===== config.mk =====
export PLATFORM = sky130hd
export DESIGN_NAME = per_router
export DESIGN_NICKNAME = d
export VERILOG_FILES = /design/src/hdl/per_pkg.sv /design/src/hdl/per_router.sv
export VERILOG_INCLUDE_DIRS = /design/src /design/src/hdl
export SDC_FILE = /design/constraint.sdc
export NUM_CORES = 1
export LEC_CHECK = 0
export ABC_AREA = 1
export BUFFER_PORTS_ARGS = -buffer_cell sky130_fd_sc_hd__buf_4
export CAP_MARGIN = 20
export CORE_ASPECT_RATIO = 0.75
export CORE_MARGIN = 1
export CORE_UTILIZATION = 49
export DETAILED_ROUTE_END_ITERATION = 6
export GPL_ROUTABILITY_DRIVEN = 0
export PLACE_DENSITY = 0.81
export REMOVE_ABC_BUFFERS = 1
export SETUP_SLACK_MARGIN = 0.02
export SKIP_LAST_GASP = 1
export SYNTH_ARGS = -nofsm -noshare
export SYNTH_HDL_FRONTEND = slang
export SYNTH_SLANG_ARGS = --single-unit

===== constraint.sdc =====
create_clock -name sys_clk -period 1.86 [get_ports sys_clk]
set_clock_uncertainty 0.05 [all_clocks]
set_input_delay 0.093 -clock sys_clk [delete_from_list [all_inputs] [get_ports sys_clk]]
set_output_delay 0.093 -clock sys_clk [all_outputs]
set_load 0.02 [all_outputs]

===== src/hdl/per_map.svh =====
// Constants of the peripheral event router: field positions and counts.
// Assumes inclusion by the package and the router module only.
// Contract
// RL1: A tamper event on either wake-up pin clears the backup register bank at once, with no clock.
// RL2: A main crystal failure moves the master clock over to the internal RC oscillator.
// RL3: The external trigger pin, timer outputs 0 to 2, calendar output 0 and the timer increment reach the ADC as triggers.
// RL4: The ADC picks among its routed triggers itself; the router does not choose.
// RL5: Each transfer request pulse from a listed peripheral starts exactly one DMA word transfer.
// RL6: Events pass straight from producer to consumer with no processor action.
// RL7: Each consumer holds its own logic that selects which incoming event it heeds.
// RL8: Events from other clock domains are synchronised before use, except the asynchronous backup clear.
`ifndef PER_MAP_SVH
`define PER_MAP_SVH
`define PER_TAMPER_W 2
`define PER_TRIG_W 6
`define PER_TRIG_EXT 0
`define PER_TRIG_TC0 1
`define PER_TRIG_TC1 2
`define PER_TRIG_TC2 3
`define PER_TRIG_CAL0 4
`define PER_TRIG_RTINC 5
`define PER_DMA_W 13
`define PER_DMA_UART0 0
`define PER_DMA_UART1 1
`define PER_DMA_USART 2
`define PER_DMA_TWI0 3
`define PER_DMA_TWI1 4
`define PER_DMA_TWI2 5
`define PER_DMA_ADC 6
`define PER_DMA_TC 7
`define PER_DMA_SPI 8
`define PER_DMA_AUD0 9
`define PER_DMA_AUD1 10
`define PER_DMA_PDM0 11
`define PER_DMA_PDM1 12
`endif


===== src/hdl/per_pkg.sv =====
// Types shared by the peripheral event router.
// Assumes per_map.svh is on the include path.
`include "per_map.svh"
package per_pkg;
  typedef enum logic [1:0] {PER_CK_XTAL, PER_CK_SWITCH, PER_CK_RC} per_ck_t;
  typedef logic [`PER_TRIG_W-1:0] per_trig_t;
  typedef logic [`PER_DMA_W-1:0] per_dma_t;
endpackage


===== src/hdl/per_router.sv =====
// Peripheral event router: tamper clear, clock fail-over, ADC triggers
// and one-word DMA requests. Assumes all producers share sys_clk except
// the tamper pins, the ADC trigger pin, and the calendar and timer increment events,
// which come from the slow or pin domain; all but the tamper pins are synchronised here.
`timescale 1ns/100ps
`include "per_map.svh"
module per_router
  import per_pkg::*;
(
  input wire logic sys_clk,
  input wire logic rstn,
  input wire logic [`PER_TAMPER_W-1:0] tamper_wake_pins,
  input wire logic tamper_enable,
  output logic backup_register_bank_clear,
  input wire logic xtal_fail,
  output logic mck_use_rc,
  input wire logic adc_external_trigger_pin,
  input wire logic [2:0] timer_counter_unit_out,
  input wire logic calendar_event_out0,
  input wire logic rt_timer_increment_event,
  output per_trig_t adc_trigger,
  input wire per_dma_t dma_req,
  output per_dma_t peripheral_dma_channels_word
);
  per_ck_t ck_state_r;
  logic [2:0] async_s1_r;
  logic [2:0] async_s2_r;
  logic [2:0] async_s3_r;
  logic [2:0] tc_r;
  per_dma_t dma_prev_r;

  // Purely combinational so the clear needs no clock edge [RL1] [RL6]
  assign backup_register_bank_clear = tamper_enable & (|tamper_wake_pins);

  // Clock fail-over is sticky until reset; a crystal that recovers
  // must not switch the master clock back silently [RL2]
  always_ff @(posedge sys_clk or negedge rstn) begin
    if (!rstn) begin
      ck_state_r <= PER_CK_XTAL;
    end else begin
      case (ck_state_r)
        PER_CK_XTAL: if (xtal_fail) ck_state_r <= PER_CK_SWITCH; // [RL2]
        PER_CK_SWITCH: ck_state_r <= PER_CK_RC;
        PER_CK_RC: ck_state_r <= PER_CK_RC;
        default: ck_state_r <= PER_CK_RC;
      endcase
    end
  end

  // Switch request asserted from the cycle after failure is sampled on
  assign mck_use_rc = (ck_state_r != PER_CK_XTAL); // [RL2]

  // Three-flop synchronisers; only the third stage drives the ADC triggers
  always_ff @(posedge sys_clk or negedge rstn) begin
    if (!rstn) begin
      async_s1_r <= 3'h0;
      async_s2_r <= 3'h0;
      async_s3_r <= 3'h0;
    end else begin
      async_s1_r <= {rt_timer_increment_event, calendar_event_out0,
                     adc_external_trigger_pin}; // [RL8]
      async_s2_r <= async_s1_r; // [RL8]
      async_s3_r <= async_s2_r;
    end
  end

  always_ff @(posedge sys_clk or negedge rstn) begin
    if (!rstn) begin
      tc_r <= 3'h0;
    end else begin
      tc_r <= timer_counter_unit_out;
    end
  end

  // All sources fan out in parallel; the ADC selects among them [RL3] [RL4]
  always_comb begin
    adc_trigger = '0;
    adc_trigger[`PER_TRIG_EXT] = async_s3_r[0]; // [RL3]
    adc_trigger[`PER_TRIG_TC0] = tc_r[0]; // [RL3]
    adc_trigger[`PER_TRIG_TC1] = tc_r[1]; // [RL3]
    adc_trigger[`PER_TRIG_TC2] = tc_r[2]; // [RL3]
    adc_trigger[`PER_TRIG_CAL0] = async_s3_r[1]; // [RL3]
    adc_trigger[`PER_TRIG_RTINC] = async_s3_r[2]; // [RL3]
  end

  // Rising edge of each request gives one single-cycle word strobe,
  // so a request held high still starts only one transfer
  always_ff @(posedge sys_clk or negedge rstn) begin
    if (!rstn) begin
      dma_prev_r <= '0;
    end else begin
      dma_prev_r <= dma_req;
    end
  end

  genvar gi;
  generate
    for (gi = 0; gi < `PER_DMA_W; gi++) begin : g_dma
      always_ff @(posedge sys_clk or negedge rstn) begin
        if (!rstn) begin
          peripheral_dma_channels_word[gi] <= 1'b0;
        end else begin
          peripheral_dma_channels_word[gi] <=
            dma_req[gi] & ~dma_prev_r[gi]; // [RL5] [RL6]
        end
      end
    end
  endgenerate
endmodule


==> flow_summary.json <==
{
  "status": "complete, but fails checks",
  "violations": "design-rule violations",
  "fmax_mhz": 865,
  "rr_startpoint": "ck_state_r[1]",
  "yosysSeqAreaShare": 0.872,
  "syn_area_sq_um": 1150,
  "tightest_slew_ns": 0.461,
  "critical-path-slowest-cell": "dfrtp_1",
  "coreArea_sq_um": 2100,
  "grt_max_degree": 41,
  "drtAntennaViolNets": 0,
  "post-route-period-util": 0.622,
  "maxSlewViolCount": 0,
  "fin_nets": 173,
  "initial_core_util": 0.546,
  "worstPathRequired_ns": 1.72,
  "arrival_ns": 1.01,
  "grt.total_usage": 0.208,
  "io_buffers": 45,
  "fin_setup_tns_ns": 0,
  "r2r_slack_ns": 1.16,
  "hpwl_microns": 1220,
  "clockBufferDepth": 2,
  "final_common_cell": "buf_4",
  "area_growth_pct": 55.5,
  "worstPathCellList": "inv_2 > nand2_4 > buf_4",
  "crit_buf_inv": 2,
  "cts.htree.levels": 2,
  "grt_pass1_wl_microns": 3570,
  "first_iter_violations": 21,
  "clock_latency_ns": 0.32,
  "die_w_microns": 57.9,
  "wl_per_cell_microns": 12.7,
  "cts.sinks": 40,
  "synthCells": 75,
  "syn_avg_cell_area_sq_um": 15.3,
  "vias_per_cell": 4.38,
  "cts_tree": "built",
  "row_count": 14,
  "antenna_found_initial": 0,
  "overflow": 0,
  "cp_num_cells": 3,
  "end_kind": "primary output",
  "final_cell_mix": "buf_4, dfrtp_1, dlygate4sd3_1, inv_1, nor2_1",
  "antenna_cells": 0,
  "min_period_ns": 1.16,
  "vias": 757,
  "r2r_end": "ck_state_r[0]",
  "start_kind": "register",
  "drv_cap": 0,
  "fp.dieH_microns": 43.9,
  "ys_types": 7,
  "leakagePower_uw": 0.000947,
  "ys_warn_count": 0,
  "path_class": "register to primary output",
  "cts_buffers": 5,
  "r2r_cells": 3,
  "route.detailed.drc": 5,
  "final-setup-viol-count": 0,
  "synth-seq-cells": 40,
  "max_stage_delay_ns": 0.40,
  "hold_class": "input pin to async pin",
  "worst_slack_ns": 0.704,
  "dr.pass1.iters": 5,
  "dp_slack_ns": 1.07,
  "path_max_fanout": 2,
  "io_pins": 46,
  "rsz0062_at_grt": "no",
  "path_clk_slew_ns": 0.10,
  "cts_setup_buffers": 0,
  "powerDensity_nw_per_um2": 867,
  "hold_violations": 0,
  "drt_wl_total_microns": 2210,
  "clock-root-buffer": "clkbuf_4",
  "path_delay_family": "flip-flops",
  "ir_drop_mv": 0.502,
  "slew_headroom": 0.692,
  "die_area_sq_um": 2540,
  "grt_pass1_vias": 789,
  "drive_gt1_frac": 0.369,
  "nFillCells": 107
}
area by class of cell:
type,instances,area [sq um],share of cell area
Multi-Input combinational cell,18,82.6,0.0463
Clock buffer,8,58.8,0.0330
Inverter,17,63.8,0.0358
Timing Repair Buffer,66,548,0.307
Sequential cell,40,1000,0.561
Tap cell,24,30.0,0.0168
cells by family after synthesis:
logic type,count (synthesis),share of synthesized area
buf+inv,17,0.0556
simple gates,18,0.0720
flops,40,0.872
power breakdown:
part	internal, uW	leakage, uW	switching, uW
clock	187	0.0000326	242
sequential	913	0.000482	12.8
combinational	99.5	0.000432	92.4
metal layers:
metal  part of all wire  global-route usage  up-vias
met1               0.36               0.212      352
met2               0.52               0.368       41
met4              0.023               0.110        0
met3               0.10              0.0896        8
met5                  0                   0        -
li1                   -                   -      356
how the worst max path moves through the flow:
stage,start,endpoint
floorplan,ck_state_r[0],ck_state_r[0]
global placement,ck_state_r[0],mck_use_rc
detailed placement,ck_state_r[0],mck_use_rc
CTS,ck_state_r[0],mck_use_rc
global route,ck_state_r[0],mck_use_rc
finish,ck_state_r[1],mck_use_rc
per-stage QoR:
stage	utilization	cell area [sq um]	hold slack, ns	cells	power [uW]
3_5_place_dp	0.721	1520	0.0326	144	1100
6_report	0.849	1780	0.212	173	1550
2_1_floorplan	-	1150	-0.253	75	995
4_1_cts	0.849	1780	0.209	173	1560
3_3_place_gp	0.721	1520	0.0267	144	1090
5_1_grt	0.849	1780	0.234	173	1620
Yosys cell counts:
library cell   n  share of area
nand2_4        1         0.0098
dfrtp_1       40           0.87
nor2_1        15          0.049
nor2_4         1         0.0098
inv_1         15          0.049
inv_2          2         0.0065
nand2_1        1         0.0033
flip-flops by register name, summed over array words and instances (netlist names):
name,cells
async_s3_r,3
ck_state_r,2
dma_prev_r,13
async_s1_r,3
peripheral_dma_channels_word,13
tc_r,3
async_s2_r,3
worst register-to-register path: stages, from the launching register on:
cell     delay [ns]
dfrtp_1        0.40
inv_2          0.08
nand2_4        0.06
nor2_4         0.06
timing repair:
action / CTS / global route
hold endpoints to repair: 73 / 0
hold buffers: 21 / 0
resized for setup: 0 / 0
Note: power is estimated with default switching activity, not from simulation.
